==> src/pkg/ppcr_cfg.svh <==
// Register indices, reset values and field positions of the packet and protocol bank
`ifndef PPCR_CFG_SVH
`define PPCR_CFG_SVH
`define PPCR_IDX_PKT_CTRL   8'h30
`define PPCR_IDX_LEN_HI     8'h31
`define PPCR_IDX_LEN_LO     8'h32
`define PPCR_IDX_SYNC_WORD_BYTE_THREE      8'h33
`define PPCR_IDX_SYNC_WORD_BYTE_TWO      8'h34
`define PPCR_IDX_SYNC_WORD_BYTE_ONE      8'h35
`define PPCR_IDX_SYNC_WORD_BYTE_ZERO      8'h36
`define PPCR_IDX_QUAL       8'h37
`define PPCR_IDX_POSTAMBLE  8'h38
`define PPCR_IDX_PROTO_C    8'h39
`define PPCR_IDX_PROTO_B    8'h3a
`define PPCR_IDX_PROTO_A    8'h3b
`define PPCR_IDX_TO_COMB    8'h40
`define PPCR_NREGS          12
`define PPCR_RST_PKT_CTRL   8'h2c
`define PPCR_RST_LEN_HI     8'h00
`define PPCR_RST_LEN_LO     8'h14
`define PPCR_RST_SYNC       8'h88
`define PPCR_RST_QUAL       8'h01
`define PPCR_RST_POSTAMBLE  8'h00
`define PPCR_RST_PROTO_C    8'h40
`define PPCR_RST_PROTO_B    8'h00
`define PPCR_RST_PROTO_A    8'h08
`define PPCR_RST_TO_COMB    8'h40
`define PPCR_TXSRC_HI       3
`define PPCR_TXSRC_LO       2
`define PPCR_SYNC_SEL_BIT   1
`define PPCR_FEC_BIT        0
`define PPCR_SYNC_QUALITY_THRESHOLD_HI      7
`define PPCR_SYNC_QUALITY_THRESHOLD_LO      5
`define PPCR_PREAMBLE_QUALITY_THRESHOLD_HI      4
`define PPCR_PREAMBLE_QUALITY_THRESHOLD_LO      1
`define PPCR_SYNC_QUALITY_CHECK_ENABLE_BIT     0
`define PPCR_CS_STOP_BIT    7
`define PPCR_SQI_STOP_BIT   6
`define PPCR_PQI_STOP_BIT   5
`define PPCR_SEQ_HI         4
`define PPCR_SEQ_LO         3
`define PPCR_BUFSEL_BIT     2
`define PPCR_MULT_HI        1
`define PPCR_MULT_LO        0
`define PPCR_LDC_EN_BIT     7
`define PPCR_LDC_RELOAD_BIT 6
`define PPCR_PIGGY_BIT      5
`define PPCR_SNIFF_BIT      4
`define PPCR_SEED_BIT       3
`define PPCR_CSMA_BIT       2
`define PPCR_CSMA_PERS_BIT  1
`define PPCR_AUTO_FLT_BIT   0
`define PPCR_RETX_HI        7
`define PPCR_RETX_LO        4
`define PPCR_NACK_BIT       3
`define PPCR_AUTO_ACK_BIT   2
`define PPCR_PERSISTENT_RECEIVE_ENABLE_BIT    1
`define PPCR_OR_SEL_BIT     6
`define PPCR_PN9_SEED       9'h1ff
`define PPCR_PN9_TAP        4
`endif

==> src/pkg/ppcr_pkg.sv <==
// Types shared by the packet and protocol configuration bank
package ppcr_pkg;
    typedef enum logic [1:0] {
        PPCR_SRC_NORMAL = 2'h0,
        PPCR_SRC_FIFO   = 2'h1,
        PPCR_SRC_PIN    = 2'h2,
        PPCR_SRC_PN9    = 2'h3
    } ppcr_txsrc_t;

    typedef struct packed {
        ppcr_txsrc_t transmit_data_source;
        logic [31:0] tx_sync_word;
        logic [31:0] primary_sync_word;
        logic        rx_dual_sync_enable;
        logic        fec_encode_enable;
        logic        viterbi_decode_enable;
        logic [15:0] packet_length;
        logic [2:0]  sync_quality_threshold;
        logic [3:0]  preamble_quality_threshold;
        logic        sync_quality_check_enable;
        logic [7:0]  postamble_length;
        logic        carrier_sense_timeout_stop;
        logic        sync_quality_timeout_stop;
        logic        preamble_quality_timeout_stop;
        logic [3:0]  duty_cycle_timer_factor;
        logic        low_duty_cycle_enable;
        logic        duty_timer_reload_on_syncword;
        logic        piggyback_enable;
        logic        rx_sniff_enable;
        logic        seed_reload_enable;
        logic        channel_access_enable;
        logic        persistent_channel_access;
        logic        auto_receive_filtering;
        logic [3:0]  max_retransmissions;
        logic        retransmit_enable;
        logic        mark_no_acknowledge;
        logic        auto_ack_enable;
        logic        persistent_receive_enable;
    } ppcr_cfg_t;
endpackage : ppcr_pkg

==> src/hdl/ppcr_regs.sv <==
// Packet and link protocol configuration bank behind a classic Wishbone slave
`timescale 1ns/10ps
`include "ppcr_cfg.svh"

module ppcr_regs
    import ppcr_pkg::*;
(
    input  wire logic        clk_i,
    input  wire logic        rst_i,
    input  wire logic        cyc_i,
    input  wire logic        stb_i,
    input  wire logic        we_i,
    input  wire logic [31:0] adr_i,
    input  wire logic [3:0]  sel_i,
    input  wire logic [31:0] dat_i,
    output logic      [31:0] dat_o,
    output logic             ack_o,
    input  wire logic [31:0] secondary_sync_word_i,
    input  wire logic        tx_fifo_level_i,
    input  wire logic        rx_fifo_level_i,
    input  wire logic        carrier_sense_i,
    input  wire logic        sync_quality_indicator_i,
    input  wire logic        preamble_quality_indicator_i,
    input  wire logic        seq_reset_cmd_i,
    input  wire logic        tx_packet_done_i,
    input  wire logic        tx_bit_en_i,
    input  wire logic        csma_start_i,
    output ppcr_cfg_t        cfg_o,
    output logic [1:0]       tx_seq_num_o,
    output logic             buffer_level_pin_o,
    output logic             rx_timeout_stop_o,
    output logic             pn9_bit_o,
    output logic             backoff_seed_load_o
);
    localparam logic [7:0] RST_VAL [`PPCR_NREGS] = '{
        `PPCR_RST_PKT_CTRL, `PPCR_RST_LEN_HI, `PPCR_RST_LEN_LO,
        `PPCR_RST_SYNC, `PPCR_RST_SYNC, `PPCR_RST_SYNC, `PPCR_RST_SYNC,
        `PPCR_RST_QUAL, `PPCR_RST_POSTAMBLE, `PPCR_RST_PROTO_C,
        `PPCR_RST_PROTO_B, `PPCR_RST_PROTO_A};

    logic [7:0] regs_ff [`PPCR_NREGS];
    logic [7:0] to_comb_ff;
    logic [8:0] pn9_ff;
    logic [7:0] idx;
    logic [7:0] rel;
    logic       hit_bank;
    logic       hit_comb;
    logic       req;
    logic       wr;
    logic [7:0] rd_byte;
    logic [7:0] pctl;
    logic [7:0] qual;
    logic [7:0] pc;
    logic [7:0] pb;
    logic [7:0] pa;
    logic       stop_or;
    logic       stop_and;
    logic       any_mask;
    logic       nxt_stop;

    // Registers take one aligned word each; byte address is four times the index
    assign idx      = adr_i[9:2];
    assign rel      = idx - `PPCR_IDX_PKT_CTRL;
    assign req      = cyc_i && stb_i && !ack_o;
    // A write lands only at the edge where the master samples ack high
    assign wr       = cyc_i && stb_i && ack_o && we_i && sel_i[0];
    assign pctl     = regs_ff[0];
    assign qual     = regs_ff[7];
    assign pc       = regs_ff[9];
    assign pb       = regs_ff[10];
    assign pa       = regs_ff[11];

    // Address decode; unmapped words read zero and ignore writes
    always_comb begin
        hit_bank = 1'b0;
        hit_comb = 1'b0;
        rd_byte  = 8'h00;
        if (adr_i[31:10] != 22'h0 || adr_i[1:0] != 2'h0) begin
            rd_byte = 8'h00;
        end else if (idx >= `PPCR_IDX_PKT_CTRL && idx <= `PPCR_IDX_PROTO_A) begin
            hit_bank = 1'b1;
            rd_byte  = regs_ff[rel[3:0]];
        end else if (idx == `PPCR_IDX_TO_COMB) begin
            hit_comb = 1'b1;
            rd_byte  = to_comb_ff;
        end
    end

    always_ff @(posedge clk_i) begin
        if (rst_i) begin
            ack_o <= 1'b0;
            dat_o <= 32'h0;
        end else begin
            ack_o <= req;
            if (req) begin
                dat_o <= {24'h0, rd_byte};
            end
        end
    end

    // Address stays held through the ack cycle, so the decode is still valid here
    always_ff @(posedge clk_i) begin
        if (rst_i) begin
            for (int i = 0; i < `PPCR_NREGS; i++) begin
                regs_ff[i] <= RST_VAL[i];
            end
        end else if (wr && hit_bank) begin
            regs_ff[rel[3:0]] <= dat_i[7:0];
        end
    end

    // Only the combine select is implemented in this word; other bits read zero
    always_ff @(posedge clk_i) begin
        if (rst_i) begin
            to_comb_ff <= `PPCR_RST_TO_COMB;
        end else if (wr && hit_comb) begin
            to_comb_ff <= dat_i[7:0] & `PPCR_RST_TO_COMB;
        end
    end

    // Decoded configuration, registered so every output leaves a flip-flop
    always_ff @(posedge clk_i) begin
        if (rst_i) begin
            cfg_o <= '0;
        end else begin
            cfg_o.transmit_data_source <=
                ppcr_txsrc_t'(pctl[`PPCR_TXSRC_HI:`PPCR_TXSRC_LO]);
            cfg_o.primary_sync_word <= {regs_ff[3], regs_ff[4], regs_ff[5], regs_ff[6]};
            cfg_o.tx_sync_word <= pctl[`PPCR_SYNC_SEL_BIT] ? secondary_sync_word_i
                : {regs_ff[3], regs_ff[4], regs_ff[5], regs_ff[6]};
            cfg_o.rx_dual_sync_enable <= pctl[`PPCR_SYNC_SEL_BIT];
            cfg_o.fec_encode_enable <= pctl[`PPCR_FEC_BIT];
            cfg_o.viterbi_decode_enable <= pctl[`PPCR_FEC_BIT];
            cfg_o.packet_length <= {regs_ff[1], regs_ff[2]};
            cfg_o.sync_quality_threshold <= qual[`PPCR_SYNC_QUALITY_THRESHOLD_HI:`PPCR_SYNC_QUALITY_THRESHOLD_LO];
            cfg_o.preamble_quality_threshold <= qual[`PPCR_PREAMBLE_QUALITY_THRESHOLD_HI:`PPCR_PREAMBLE_QUALITY_THRESHOLD_LO];
            cfg_o.sync_quality_check_enable <= qual[`PPCR_SYNC_QUALITY_CHECK_ENABLE_BIT];
            cfg_o.postamble_length <= regs_ff[8];
            cfg_o.carrier_sense_timeout_stop <= pc[`PPCR_CS_STOP_BIT];
            cfg_o.sync_quality_timeout_stop <= pc[`PPCR_SQI_STOP_BIT];
            cfg_o.preamble_quality_timeout_stop <= pc[`PPCR_PQI_STOP_BIT];
            cfg_o.duty_cycle_timer_factor <=
                4'h1 << pc[`PPCR_MULT_HI:`PPCR_MULT_LO];
            cfg_o.low_duty_cycle_enable <= pb[`PPCR_LDC_EN_BIT];
            cfg_o.duty_timer_reload_on_syncword <= pb[`PPCR_LDC_RELOAD_BIT];
            cfg_o.piggyback_enable <= pb[`PPCR_PIGGY_BIT];
            cfg_o.rx_sniff_enable <= pb[`PPCR_SNIFF_BIT];
            cfg_o.seed_reload_enable <= pb[`PPCR_SEED_BIT];
            cfg_o.channel_access_enable <= pb[`PPCR_CSMA_BIT];
            cfg_o.persistent_channel_access <= pb[`PPCR_CSMA_PERS_BIT];
            cfg_o.auto_receive_filtering <= pb[`PPCR_AUTO_FLT_BIT];
            cfg_o.max_retransmissions <= pa[`PPCR_RETX_HI:`PPCR_RETX_LO];
            cfg_o.retransmit_enable <= pa[`PPCR_RETX_HI:`PPCR_RETX_LO] != 4'h0;
            cfg_o.mark_no_acknowledge <= pa[`PPCR_NACK_BIT];
            cfg_o.auto_ack_enable <= pa[`PPCR_AUTO_ACK_BIT];
            cfg_o.persistent_receive_enable <= pa[`PPCR_PERSISTENT_RECEIVE_ENABLE_BIT];
        end
    end

    // Sequence counter wraps in two bits; the preset command beats a done pulse
    always_ff @(posedge clk_i) begin
        if (rst_i) begin
            tx_seq_num_o <= 2'h0;
        end else if (seq_reset_cmd_i) begin
            tx_seq_num_o <= pc[`PPCR_SEQ_HI:`PPCR_SEQ_LO];
        end else if (tx_packet_done_i) begin
            tx_seq_num_o <= tx_seq_num_o + 2'h1;
        end
    end

    always_ff @(posedge clk_i) begin
        if (rst_i) begin
            buffer_level_pin_o <= 1'b0;
        end else begin
            buffer_level_pin_o <= pc[`PPCR_BUFSEL_BIT] ? rx_fifo_level_i
                : tx_fifo_level_i;
        end
    end

    // With no indicator enabled nothing may stop the timeout
    always_comb begin
        any_mask = pc[`PPCR_CS_STOP_BIT] | pc[`PPCR_SQI_STOP_BIT] | pc[`PPCR_PQI_STOP_BIT];
        stop_or  = (pc[`PPCR_CS_STOP_BIT] & carrier_sense_i)
                 | (pc[`PPCR_SQI_STOP_BIT] & sync_quality_indicator_i)
                 | (pc[`PPCR_PQI_STOP_BIT] & preamble_quality_indicator_i);
        stop_and = any_mask
                 & (!pc[`PPCR_CS_STOP_BIT] | carrier_sense_i)
                 & (!pc[`PPCR_SQI_STOP_BIT] | sync_quality_indicator_i)
                 & (!pc[`PPCR_PQI_STOP_BIT] | preamble_quality_indicator_i);
        nxt_stop = to_comb_ff[`PPCR_OR_SEL_BIT] ? stop_or : stop_and;
    end

    always_ff @(posedge clk_i) begin
        if (rst_i) begin
            rx_timeout_stop_o <= 1'b0;
        end else begin
            rx_timeout_stop_o <= nxt_stop;
        end
    end

    // PN9 sequence restarts from all ones whenever another source is chosen
    always_ff @(posedge clk_i) begin
        if (rst_i) begin
            pn9_ff    <= `PPCR_PN9_SEED;
            pn9_bit_o <= 1'b0;
        end else if (pctl[`PPCR_TXSRC_HI:`PPCR_TXSRC_LO] != PPCR_SRC_PN9) begin
            pn9_ff    <= `PPCR_PN9_SEED;
            pn9_bit_o <= 1'b0;
        end else if (tx_bit_en_i) begin
            pn9_bit_o <= pn9_ff[0];
            pn9_ff    <= {pn9_ff[0] ^ pn9_ff[`PPCR_PN9_TAP], pn9_ff[8:1]};
        end
    end

    // Persistent access skips back-off, so the seed is not reloaded then
    always_ff @(posedge clk_i) begin
        if (rst_i) begin
            backoff_seed_load_o <= 1'b0;
        end else begin
            backoff_seed_load_o <= csma_start_i && pb[`PPCR_CSMA_BIT]
                && pb[`PPCR_SEED_BIT] && !pb[`PPCR_CSMA_PERS_BIT];
        end
    end

    property p_tx_sync;
        @(posedge clk_i) disable iff (rst_i)
        1'b1 |=> cfg_o.tx_sync_word == ($past(pctl[`PPCR_SYNC_SEL_BIT])
            ? $past(secondary_sync_word_i)
            : $past({regs_ff[3], regs_ff[4], regs_ff[5], regs_ff[6]}));
    endproperty
    a_tx_sync: assert property (p_tx_sync) else $error("tx sync word mismatch");

    property p_len_write;
        @(posedge clk_i) disable iff (rst_i)
        (wr && idx == `PPCR_IDX_LEN_LO && adr_i[31:10] == 22'h0 && adr_i[1:0] == 2'h0)
            |=> ##1 cfg_o.packet_length[7:0] == $past(dat_i[7:0], 2);
    endproperty
    a_len_write: assert property (p_len_write) else $error("length low not written");

    property p_hold;
        @(posedge clk_i) disable iff (rst_i)
        !wr |=> $stable(regs_ff[11]) && $stable(regs_ff[2]);
    endproperty
    a_hold: assert property (p_hold) else $error("register changed without write");

    property p_seq;
        @(posedge clk_i) disable iff (rst_i)
        seq_reset_cmd_i |=> tx_seq_num_o == $past(pc[`PPCR_SEQ_HI:`PPCR_SEQ_LO]);
    endproperty
    a_seq: assert property (p_seq) else $error("sequence preset not loaded");

    property p_bufpin;
        @(posedge clk_i) disable iff (rst_i)
        $stable(pc) && $stable(rx_fifo_level_i) && pc[`PPCR_BUFSEL_BIT]
            |=> buffer_level_pin_o == $past(rx_fifo_level_i);
    endproperty
    a_bufpin: assert property (p_bufpin) else $error("pin flag source wrong");

    property p_mult;
        @(posedge clk_i) disable iff (rst_i)
        pc[`PPCR_MULT_HI:`PPCR_MULT_LO] == 2'h3 && $stable(pc)
            |=> cfg_o.duty_cycle_timer_factor == 4'h8;
    endproperty
    a_mult: assert property (p_mult) else $error("timer factor wrong");

    property p_retx;
        @(posedge clk_i) disable iff (rst_i)
        1'b1 |=> cfg_o.retransmit_enable == ($past(pa[`PPCR_RETX_HI:`PPCR_RETX_LO]) != 4'h0);
    endproperty
    a_retx: assert property (p_retx) else $error("retransmit enable mismatch");

    property p_stop_and;
        @(posedge clk_i) disable iff (rst_i)
        !to_comb_ff[`PPCR_OR_SEL_BIT] && pc[`PPCR_CS_STOP_BIT] && !carrier_sense_i
            |=> !rx_timeout_stop_o;
    endproperty
    a_stop_and: assert property (p_stop_and) else $error("AND combine stopped");

    property p_pn9_idle;
        @(posedge clk_i) disable iff (rst_i)
        pctl[`PPCR_TXSRC_HI:`PPCR_TXSRC_LO] != PPCR_SRC_PN9 |=> !pn9_bit_o;
    endproperty
    a_pn9_idle: assert property (p_pn9_idle) else $error("PN9 active off source");
endmodule : ppcr_regs

==> config.mk <==
export PLATFORM = sky130hd
export DESIGN_NAME = ppcr_regs
export DESIGN_NICKNAME = d
export VERILOG_FILES = /design/src/pkg/ppcr_pkg.sv /design/src/hdl/ppcr_regs.sv
export VERILOG_INCLUDE_DIRS = /design/src /design/src/pkg
export SDC_FILE = /design/constraint.sdc
export NUM_CORES = 1
export LEC_CHECK = 0
export BUFFER_PORTS_ARGS = -buffer_cell sky130_fd_sc_hd__buf_2
export CAP_MARGIN = 20
export CORE_UTILIZATION = 45
export CTS_BUF_LIST = sky130_fd_sc_hd__clkbuf_16
export DETAILED_ROUTE_END_ITERATION = 7
export GPL_TIMING_DRIVEN = 0
export PLACE_DENSITY = 0.7
export SLEW_MARGIN = 20
export SYNTH_ARGS = -nofsm -noshare
export SYNTH_HDL_FRONTEND = slang
export SYNTH_SLANG_ARGS = --single-unit
==> constraint.sdc <==
create_clock -name clk_i -period 3.74 [get_ports clk_i]
set_clock_uncertainty 0.15 [all_clocks]
set_input_delay 0.374 -clock clk_i [delete_from_list [all_inputs] [get_ports clk_i]]
set_output_delay 0.374 -clock clk_i [all_outputs]
set_load 0.1 [all_outputs]
Yosys cells after proc, flatten, opt, wreduce, memory -nomap -nowiden. Memories as Yosys holds them, arrays and structs flattened. A register that Yosys moved wholly into a read port is not among the register bits. Cells that the tools add are included.

Eq/ne operators: 2. Add/subtract/negate cells: 2. Bitwise logic cells: 14. Shift operators: 1. Multiplexer cells: 21. $lt $le $gt $ge: 2. Reductions and logical operators: 23.

Operators by type and width (number): 2-to-1 mux 32 bit (1); 2-to-1 mux 8 bit (3); nonzero test 22 bit (1); 2-to-1 mux 1 bit (13); logical AND 1 bit (11); == test 8 x 7 -> 1 bit (second input constant) (1); >= comparator 8 x 6 -> 1 bit (second input constant) (1); <= comparator 8 x 6 -> 1 bit (second input constant) (1); OR reduction 8 bit (1); 2-to-1 mux 7 bit (1); bitwise OR 1 bit (7); bitwise AND 1 bit (6); zero test 1 bit (5); 2-to-1 mux 2 bit (2); 2-to-1 mux 4 bit (1); nonzero test 2 bit (2); nonzero test 4 bit (1); << shifter 1 x 2 -> 4 bit (first input constant) (1); subtractor 4 x 1 -> 4 bit (second input constant) (1); adder 2 x 1 -> 2 bit (second input constant) (1); != test 2 bit (second input constant) (1); OR reduction 2 bit (1); logical OR 1 bit (1); XOR 1 bit (1).

Word-level logic and storage cells: 97. Input bits: 114. Memory bits (writable): 96. Bits in registers: 116. Memories kept: 1. Output and inout port bits: 163.

Memory list: regs_ff (words 12, bits a word 8, rd ports 13, clocked after memory_dff 4, wr ports 12, RTL line ppcr_regs.sv:41) `` logic [7:0] regs_ff [`PPCR_NREGS]; ``.

Longest topological paths before layout. Gate-level depths: netlist of the first run.

Word-level depth: 10. Depth in mapped cells: 7. Depth with buffers taken out: 4.

Worst setup path after synthesis of the first run. OpenSTA, ideal clock, no wires.

Kind: reg2reg. From: register ack_o. To: memory regs_ff[7][0] (enable). Clock period less this slack: 2.763 ns. Data required time: 3.277 ns. Setup time: 0.313 ns. Buffers on the path: 1. Slack: 0.977 ns. Stages on the path, launching flop included: 6. Arrival: 2.300 ns. Cells stage by stage: dfxtp_1 > nand4_1 > nor4_4 > and3_1 > buf_2 > a31o_2.

RTL lines: start: declaration (RTL line ppcr_regs.sv:17) `output logic ack_o,`; start signal: assignment (RTL line ppcr_regs.sv:94) `ack_o <= req;`; end: declaration (RTL line ppcr_regs.sv:41).

==> run summary, run 1 <==
status = finished clean
clock-pin slew on the worst setup and hold paths = 0.06 ns
die area = 23870 um2
CTS sink cnt = 272
unrepaired setup endpoints after global routing = no
Final min period = 2.572 ns
Crit. End Element = flip-flop
peak per-stage delay on the critical path = 0.57 ns
total I/O pin count = 277
Antenna Cells = 0
part of the cycle the worst path needs = 68.77%
max_cap viols = 0
CTS resizes = 0
Worst slew margin = 32.93%
Synth area leader = edfxtp_1
first-pass GRT wire length = 43.95 mm
clock latency on the worst-skew pair = 0.56 ns
port buffer count = 222
FF-to-FF setup slack = 1.17 ns
top-area cell type share of the netlist area = 35.57%
dpl hpwl = 21.41 mm
min-delay worst type = in2reg
critical path's slowest cell = nor4_4
final net count = 1329
Vias/cell = 5.178
GR Util All Layers = 24.79%
H-tree Lvls = 1
maximum VDD drop = 0.3154 mV
fraction of layout cells with a size suffix above 1 = 25.89%
Residual DRC = 0
worst-case clock buffer depth = 3
Post-synth ARST share = 0%
Yosys cell types = 43
most common cell in the netlist = dfxtp_1
die height = 154.5 um
Setup Viol. Count Final = 0
number of nets with antenna violations after routing = 0
number of synthesized register bits = 272
largest net degree at the start of global routing = 15
CTS tree = yes
CP cell instances = nand4_1, nor4_4, nand4_1, clkbuf_1, nor2_1
placed instance area = 12130 um2
Hold Vio Cnt, Final = 0
Mapped Avg Cell Area = 11.96 um2
initial DRC count = 602
Worst Max-Slew Pin Slew = 1.006 ns
critical path startpoint category = flip-flop
gate count of the mapped netlist = 875
vias in the first global route = 7662
fill count = 1940
critical path type = reg2reg
initial core utilization = 46.09%
drt wl/cell = 19.64 um
power density cells = 511.9 nW/um2
CTS root buf = clkbuf_16
die width = 154.5 um
initial antenna violation count = 1
Syn. warnings = 0
Worst Path Required = 3.98 ns
Post-Syn Area = 10470 um2
number of buffers created by CTS = 28
Post-Route WL = 29.87 mm
Final Max Slew Viols = 0
synth top area cells = edfxtp_1 36%, dfxtp_1 28%, mux2i_1 8.6%, nor2b_1 5.6%, nor2_1 4.1%
GPL Wtd Cong = 0.9137
LEAKAGE = 0.005640 uW
post-route cell area = 13330 um2
Fmax = 388.8 MHz
area grow syn2layout = 27.31%
sequential share of the synthesized area = 63.88%
Vias = 7875
setup total negative slack = 0 ns
CP max FO = 10
GRT overflow = 0
Critical Path AT = 2.81 ns
most frequent CP cell = nand4_1
drt pass-1 iters = 5
ys flop type = dfxtp_1
row cnt = 55
Post-synth EDFFs = 124
core area = 22710 um2
Final Util = 58.68%
top cells by instance count after synthesis = 148 x dfxtp_1, 124 x edfxtp_1, 113 x nor2_1, 93 x nor2b_1, 90 x mux2i_1
postcts setup bufs = 0
CTS Hold Bufs = 37
## flip-flops by register name, summed over array words and instances, names as in the netlist
name and cells:
dat_o 8, rx_timeout_stop_o 1, to_comb_ff 1, ack_o 1, cfg_o 123, pn9_ff 9
regs_ff 124, buffer_level_pin_o 1, pn9_bit_o 1, backoff_seed_load_o 1, tx_seq_num_o 2
## area by class of cell
| type | count | area, um2 | share of cell area (%) |
|---|---|---|---|
| plain buffers | 82 | 410.4 | 3.080 |
| multi-input cells | 567 | 3543 | 26.59 |
| flip-flops and latches | 272 | 6686 | 50.17 |
| repair buffers | 259 | 1481 | 11.12 |
| well taps | 285 | 356.6 | 2.676 |
| inverters | 5 | 18.77 | 0.1408 |
| clock inverters | 22 | 103.9 | 0.7793 |
| clock buffers | 29 | 725.7 | 5.446 |
## placed cells by master, fill, tap and decap left out, types with 14 or more instances in the layout
cell and instances:
nand2_1 62, mux2_2 14, nor2b_1 93, dfxtp_1 148, inv_1 15, edfxtp_1 124
a22oi_1 15, dlygate4sd3_1 37, mux2i_1 90, clkbuf_1 44, a221oi_1 22, buf_2 229
nor2_1 113, buf_4 25, conb_1 52, nor3_1 16, clkbuf_16 29
## report_power, final
| part | switching [uW] | internal [uW] | total (uW) |
|---|---|---|---|
| Combinational | 811 | 222 | 1030 |
| Sequential | 45.1 | 3220 | 3260 |
| Clock | 1130 | 1390 | 2520 |
## cells by family after synthesis
group                  after synthesis  share of synthesized area (%)
multiplexers                       105                          10.33
flip-flops                         272                          63.88
other                                1                        0.03583
XOR/XNOR                             3                         0.2511
AND/OR/NAND/NOR                    335                          16.10
buffers and inverters               87                          4.100
AO/OA/AOI/OAI                       72                          5.307
## through the flow
stage | setup slack [ns] | instances | power, uW | hold WS [ns]
after CTS | 1.288 | 1521 | 6851 | 0.01335
after floorplan | 0.9771 | 926 | 4092 | 0.2894
after detailed placement | 0.7506 | 1433 | 4322 | 0.3159
after global routing | 1.118 | 1521 | 7019 | 0.006266
after global placement | 0.7764 | 1433 | 4313 | 0.3048
final | 1.168 | 1521 | 6822 | 0.01225
## worst max-delay path, delay by kind of cell, from the launching register on
kind | cells | cell delay, ns
AND/OR/NAND/NOR | 4 | 1.47
buffers and inverters | 1 | 0.44
flip-flops | 1 | 0.35
## layer usage
metal,routed length (um),share of wire [%],track usage [%]
met4,870,2.9,8.345
met5,13,0.044,0
met1,12430,42,32.26
met3,2563,8.6,4.735
met2,14000,47,41.54
## final timing paths
path / startpoint / endpoint / depth (start not counted)
worst max-delay path: ack_o$_SDFF_PP0_ / regs_ff[4][5]$_SDFFCE_PN0P_ / 5
worst min-delay path: secondary_sync_word_i[14] / cfg_o[104]$_SDFF_PP0_ / 3
worst max register to register: ack_o$_SDFF_PP0_ / regs_ff[4][5]$_SDFFCE_PN0P_ / 5
worst min register to register: pn9_ff[7]$_SDFFE_PP1P_ / pn9_ff[6]$_SDFFE_PP1P_ / 2
Note: power is estimated with default switching activity, not from simulation.
==> inputs of run 2 (changes only) <==
--- a/config.mk
+++ b/config.mk
@@ -12,7 +12,7 @@
 export CTS_BUF_LIST = sky130_fd_sc_hd__clkbuf_16
 export DETAILED_ROUTE_END_ITERATION = 7
 export GPL_TIMING_DRIVEN = 0
-export PLACE_DENSITY = 0.7
+export PLACE_DENSITY = 0.73
 export SLEW_MARGIN = 20
 export SYNTH_ARGS = -nofsm -noshare
 export SYNTH_HDL_FRONTEND = slang
==> constraint.sdc (replaced) <==
create_clock -name clk_i -period 2.3 [get_ports clk_i]
set_clock_uncertainty 0.15 [all_clocks]
set_input_delay 0.23 -clock clk_i [delete_from_list [all_inputs] [get_ports clk_i]]
set_output_delay 0.23 -clock clk_i [all_outputs]
set_load 0.1 [all_outputs]
==> run 2 against run 1 <==
Global-route usage is 0.087 points lower. Routed wire length is 0.53% higher. Non-clock buffer count is 21 higher. Critical path depth is 1 higher. Count of clock-buffer cells in the layout is 4 higher. Hold slack better by 0.045 ns. Register-to-register slack worse by 1.1 ns. Cell count is 1.4% higher. Largest power group unchanged.
==> run summary, run 2 (same netlist as run 1, synthesis figures left out) <==
Post-Route WL = 30.03 mm (+0.53%)
status = finished clean
vias in the first global route = 7888 (+2.9%)
area grow syn2layout = 30.81%
final net count = 1350 (+1.6%)
commonest non-fill, non-tap cell in the layout = buf_2
placed instance area = 12220 um2 (+0.80%)
min-delay worst type = in2reg
largest net degree at the start of global routing = 15 (unchanged)
part of the cycle the worst path needs = 95.15% (+26 points)
dpl hpwl = 21.68 mm (+1.3%)
port buffer count = 222 (unchanged)
Final Max Slew Viols = 0 (unchanged)
critical path startpoint category = flip-flop
row cnt = 55 (unchanged)
clock-pin slew on the worst setup and hold paths = 0.06 ns (about the same)
number of flip-flops in the largest register = 124 (unchanged)
CTS root buf = clkbuf_16
initial DRC count = 887 (+47%)
Setup Viol. Count Final = 0 (unchanged)
top flop regs = regs_ff x124, cfg_o x123, pn9_ff x9
Critical Path AT = 2.32 ns (-0.49 ns)
CTS tree = yes
H-tree Lvls = 1 (unchanged)
die area = 23870 um2 (unchanged)
drt wl/cell = 19.46 um (-0.90%)
critical path type = reg2reg
Worst Path Required = 2.43 ns (-1.55 ns)
FF+latch area = 6690 um2 (about the same)
number of buffers created by CTS = 28 (unchanged)
Multi-input gate area = 3637 um2 (+2.6%)
GR Util All Layers = 24.70% (-0.087 points)
Vias = 8116 (+3.1%)
GRT overflow = 0 (unchanged)
number of nets with antenna violations after routing = 0 (unchanged)
CP max FO = 10 (unchanged)
most frequent cells in the layout = 228 x buf_2, 147 x dfxtp_1, 124 x edfxtp_1
die width = 154.5 um (unchanged)
core area = 22710 um2 (unchanged)
initial core utilization = 46.09% (unchanged)
fill count = 1819 (-6.2%)
Vias/cell = 5.260 (+1.6%)
drt pass-1 iters = 6 (+1)
LEAKAGE = 0.005802 uW (+2.9%)
Crit. End Element = flip-flop
Largest Register = regs_ff
final hold slack = 0.05757 ns (+0.04532 ns)
total I/O pin count = 277 (unchanged)
maximum VDD drop = 0.6665 mV (+110%)
die height = 154.5 um (unchanged)
Fmax = 457.0 MHz (+18%)
initial antenna violation count = 0 (-1)
power density cells = 834.3 nW/um2 (+63%)
setup total negative slack = 0 ns (unchanged)
Final min period = 2.188 ns (-0.3836 ns)
post-route cell area = 13690 um2 (+2.8%)
worst-case clock buffer depth = 3 (unchanged)
Antenna Cells = 0 (unchanged)
max_cap viols = 0 (unchanged)
GPL Wtd Cong = 0.9347 (+2.3%)
CTS sink cnt = 272 (unchanged)
clock latency on the worst-skew pair = 0.54 ns (-0.02 ns)
Residual DRC = 0 (unchanged)
fraction of layout cells with a size suffix above 1 = 27.03% (+1.1 points)
Worst slew margin = 37.68% (+4.7 points)
unrepaired setup endpoints after global routing = no
Worst Max-Slew Pin Slew = 0.9348 ns (-0.07119 ns)
first-pass GRT wire length = 44.28 mm (+0.75%)
Hold Vio Cnt, Final = 0 (unchanged)
-- run 2: per-layer routing --
metal | vias up | wire length (um) | GRT usage [%]
met1 | 3807 | 11560 | 31.05
met2 | 506 | 13990 | 41.35
li1 | 3732 | - | -
met5 | - | 0 | 0
met4 | 0 | 946 | 7.779
met3 | 71 | 3535 | 6.753
-- run 2: where the power goes --
group          internal (uW)  total (uW)  switching [uW]
registers               5230        5310            74.4
clock network           2540        4400            1860
logic                    383        1710            1330
-- run 2: per-stage QoR --
stage                     instances  power [uW]  worst slack [ns]  utilization (%)
final                          1543       11420            0.1116            60.30
after global routing           1543       11740           0.01654            60.30
after CTS                      1543       11460           0.04667            60.30
after detailed placement       1433        7043           -0.8270            53.83
after global placement         1433        7025           -0.7177            53.83
after floorplan                 926        6665           0.02814                -
-- run 2: final timing paths --
kind                                             startpoint                           to  slack, ns  cells after the start
worst max-delay path                       ack_o$_SDFF_PP0_  regs_ff[3][3]$_SDFFCE_PN1P_       0.11                      6
worst min-delay path                               dat_i[6]   to_comb_ff[6]$_SDFFE_PP1P_       0.06                      3
worst max register to register             ack_o$_SDFF_PP0_  regs_ff[3][3]$_SDFFCE_PN1P_       0.11                      6
worst min register to register  regs_ff[8][2]$_SDFFCE_PN0P_         cfg_o[25]$_SDFF_PP0_       0.33                      1
-- run 2: worst max-delay path: stages, from the launching register on --
cell and delay, ns:
dfxtp_4 0.35, nand4_1 0.14, nor4_4 0.29, buf_4 0.20, nand4_1 0.18, buf_2 0.27
or3_1 0.35
-- run 2: cell type report --
| cell class | instances | area share [%] |
|---|---|---|
| inverters | 5 | 0.1371 |
| well taps | 285 | 2.604 |
| clock buffers | 33 | 6.031 |
| flip-flops and latches | 272 | 48.86 |
| clock inverters | 19 | 0.6031 |
| plain buffers | 82 | 3.034 |
| multi-input cells | 567 | 26.56 |
| repair buffers | 280 | 12.17 |
-- run 2: timing repair --
action,CTS,global route
setup endpoints to repair,36,117
resized for setup,1,4
buffers inserted,9,1
pin swaps,3,2
endpoints found under the hold margin,66,0
hold buffers,49,0
==> inputs of run 3 (changes only) <==
--- a/config.mk
+++ b/config.mk
@@ -6,7 +6,7 @@
 export SDC_FILE = /design/constraint.sdc
 export NUM_CORES = 1
 export LEC_CHECK = 0
-export BUFFER_PORTS_ARGS = -buffer_cell sky130_fd_sc_hd__buf_2
+export BUFFER_PORTS_ARGS = -buffer_cell sky130_fd_sc_hd__buf_4
 export CAP_MARGIN = 20
 export CORE_UTILIZATION = 45
 export CTS_BUF_LIST = sky130_fd_sc_hd__clkbuf_16
==> run 3 against run 2 <==
Critical path depth is 1 higher. Sequential power about the same. Highest routed layer unchanged. Largest power group unchanged. Fmax decreased by 3.5%. Setup slack lost 0.080 ns. Critical endpoint is now dat_o[2]$_SDFFE_PP0P_. Cell count shrank 0.13%.
==> run summary, run 3 (same netlist as run 1, synthesis figures left out) <==
GRT overflow = 0 (unchanged)
final hold slack = 0.02777 ns (-0.02980 ns)
CTS sink cnt = 272 (unchanged)
GPL Wtd Cong = 0.9152 (-2.1%)
die height = 154.5 um (unchanged)
row cnt = 55 (unchanged)
drt wl/cell = 19.64 um (+0.89%)
H-tree Lvls = 1 (unchanged)
status = finished clean
worst slack, placed = -0.7506 ns (+0.07649 ns)
Reg2Reg Depth = 8 (+2)
unrepaired setup endpoints after global routing = no
final net count = 1350 (unchanged)
Final Util = 62.44% (+2.1 points)
largest net degree at the start of global routing = 14 (-1)
r2r startpoint = ack_o$_SDFF_PP0_
power density cells = 792.2 nW/um2 (-5.1%)
number of flip-flops in the largest register = 124 (unchanged)
Critical Path AT = 2.51 ns (+0.19 ns)
critical path startpoint category = primary input
max_cap viols = 0 (unchanged)
CTS root buf = clkbuf_16
die width = 154.5 um (unchanged)
min-delay worst type = in2reg
die area = 23870 um2 (unchanged)
Final WS setup = 0.03199 ns (-0.07960 ns)
CP Launch Point = adr_i[2]
Vias = 8165 (+0.60%)
final non-filler cell total = 1541 (-0.13%)
Worst Max-Slew Pin Slew = 0.9564 ns (+0.02153 ns)
fraction of layout cells with a size suffix above 1 = 26.83% (-0.20 points)
area grow syn2layout = 35.45%
part of the cycle the worst path needs = 98.61% (+3.5 points)
number of nets with antenna violations after routing = 0 (unchanged)
Final min period = 2.268 ns (+0.07960 ns)
Post-Route WL = 30.26 mm (+0.76%)
number of buffers created by CTS = 27 (-3.6%)
Hold Vio Cnt, Final = 0 (unchanged)
drt pass-1 iters = 5 (-1)
total I/O pin count = 277 (unchanged)
Antenna Cells = 0 (unchanged)
most frequent cells in the layout = 261 x buf_4, 147 x dfxtp_1, 124 x edfxtp_1
LEAKAGE = 0.005895 uW (+1.6%)
reg2reg end = regs_ff[9][3]$_SDFFCE_PN0P_
worst-case clock buffer depth = 3 (unchanged)
Fmax = 440.9 MHz (-3.5%)
vias in the first global route = 7864 (-0.30%)
crit path to = dat_o[2]$_SDFFE_PP0P_
Setup Viol. Count Final = 0 (unchanged)
port buffer count = 222 (unchanged)
core area = 22710 um2 (unchanged)
Hold Startpoint = tx_packet_done_i
Worst Path Required = 2.54 ns (+0.11 ns)
dpl hpwl = 21.82 mm (+0.64%)
clock latency on the worst-skew pair = 0.53 ns (about the same)
Vias/cell = 5.299 (+0.73%)
Residual DRC = 0 (unchanged)
Worst slew margin = 36.24% (-1.4 points)
commonest non-fill, non-tap cell in the layout = buf_4
clock-pin slew on the worst setup and hold paths = 0.06 ns (about the same)
CTS tree = yes
Largest Register = regs_ff
initial core utilization = 46.09% (unchanged)
first-pass GRT wire length = 44.55 mm (+0.61%)
Final Max Slew Viols = 0 (unchanged)
CP max FO = 10 (unchanged)
FF-to-FF setup slack = 0.13 ns (+0.02 ns)
initial antenna violation count = 0 (unchanged)
GR Util All Layers = 24.88% (+0.18 points)
top flop regs = regs_ff x124, cfg_o x123, pn9_ff x9
Inst Count DP = 1433 (unchanged)
Crit. End Element = flip-flop
maximum VDD drop = 0.4067 mV (-39%)
critical path type = in2reg
initial DRC count = 764 (-14%)
-- run 3: cell types whose count changed in the layout (fill, tap and decap cells not counted), moves of 2 or more --
| cell | change |
|---|---|
| buf_2 | -223 |
| inv_1 | +4 |
| buf_4 | +225 |
| clkinv_1 | -2 |
| clkbuf_16 | -3 |
-- run 3: where the power goes --
group | switching [uW] | total, uW | leakage, uW | internal, uW
registers | 78.7 | 5310 | 0.00245 | 5230
logic | 1330 | 1810 | 0.00299 | 478
clock network | 1790 | 4110 | 0.000460 | 2320
-- run 3: per-stage QoR --
stage	power [uW]	setup TNS, ns	area, um2
after floorplan	6665	0	10760
after global placement	7127	-54.68	12780
after detailed placement	7143	-58.30	12780
after CTS	11270	0	14160
after global routing	11530	0	14180
final	11230	0	14180
-- run 3: worst min-delay path by stage --
stage | slack (ns) | endpoint | cells after the start
final | 0.03 | tx_seq_num_o[1]$_SDFFE_PP0P_ | 5
after global routing | 0.04 | tx_seq_num_o[1]$_SDFFE_PP0P_ | 5
after CTS | 0.02 | tx_seq_num_o[1]$_SDFFE_PP0P_ | 5
after detailed placement | 0.30 | regs_ff[13][3]$_DFFE_PP_ | 1
after global placement | 0.29 | regs_ff[12][7]$_DFFE_PP_ | 1
after floorplan | 0.18 | regs_ff[12][0]$_DFFE_PP_ | 0
-- run 3: routing by layer --
| metal | up-vias | wire length, um | track usage [%] |
|---|---|---|---|
| li1 | 3721 | - | - |
| met1 | 3859 | 11850 | 32.19 |
| met2 | 517 | 14230 | 41.63 |
| met3 | 68 | 3249 | 5.408 |
| met4 | 0 | 924 | 7.874 |
| met5 | - | 0 | 0 |
-- run 3: critical path, cell delays in order --
cell and delay [ns]:
clkbuf_1 0.37, clkbuf_1 0.49, buf_2 0.43, mux2i_1 0.23, o22ai_1 0.14, a21oi_1 0.45, a221oi_1 0.15
-- run 3: what timing repair did --
action	in CTS	in global routing
hold buffers	48	0
buffers inserted	10	3
setup endpoints to repair	36	4
pin swaps	3	1
hold endpoints to repair	81	0
resized for setup	2	3
-- run 3: layout make-up --
cell class | instances | area (um2)
clock buffers | 30 | 750.7
plain buffers | 81 | 416.7
multi-input cells | 567 | 3637
flip-flops and latches | 272 | 6690
well taps | 285 | 356.6
repair buffers | 282 | 2235
clock inverters | 19 | 73.82
fillers | 1793 | 8531
inverters | 5 | 18.77
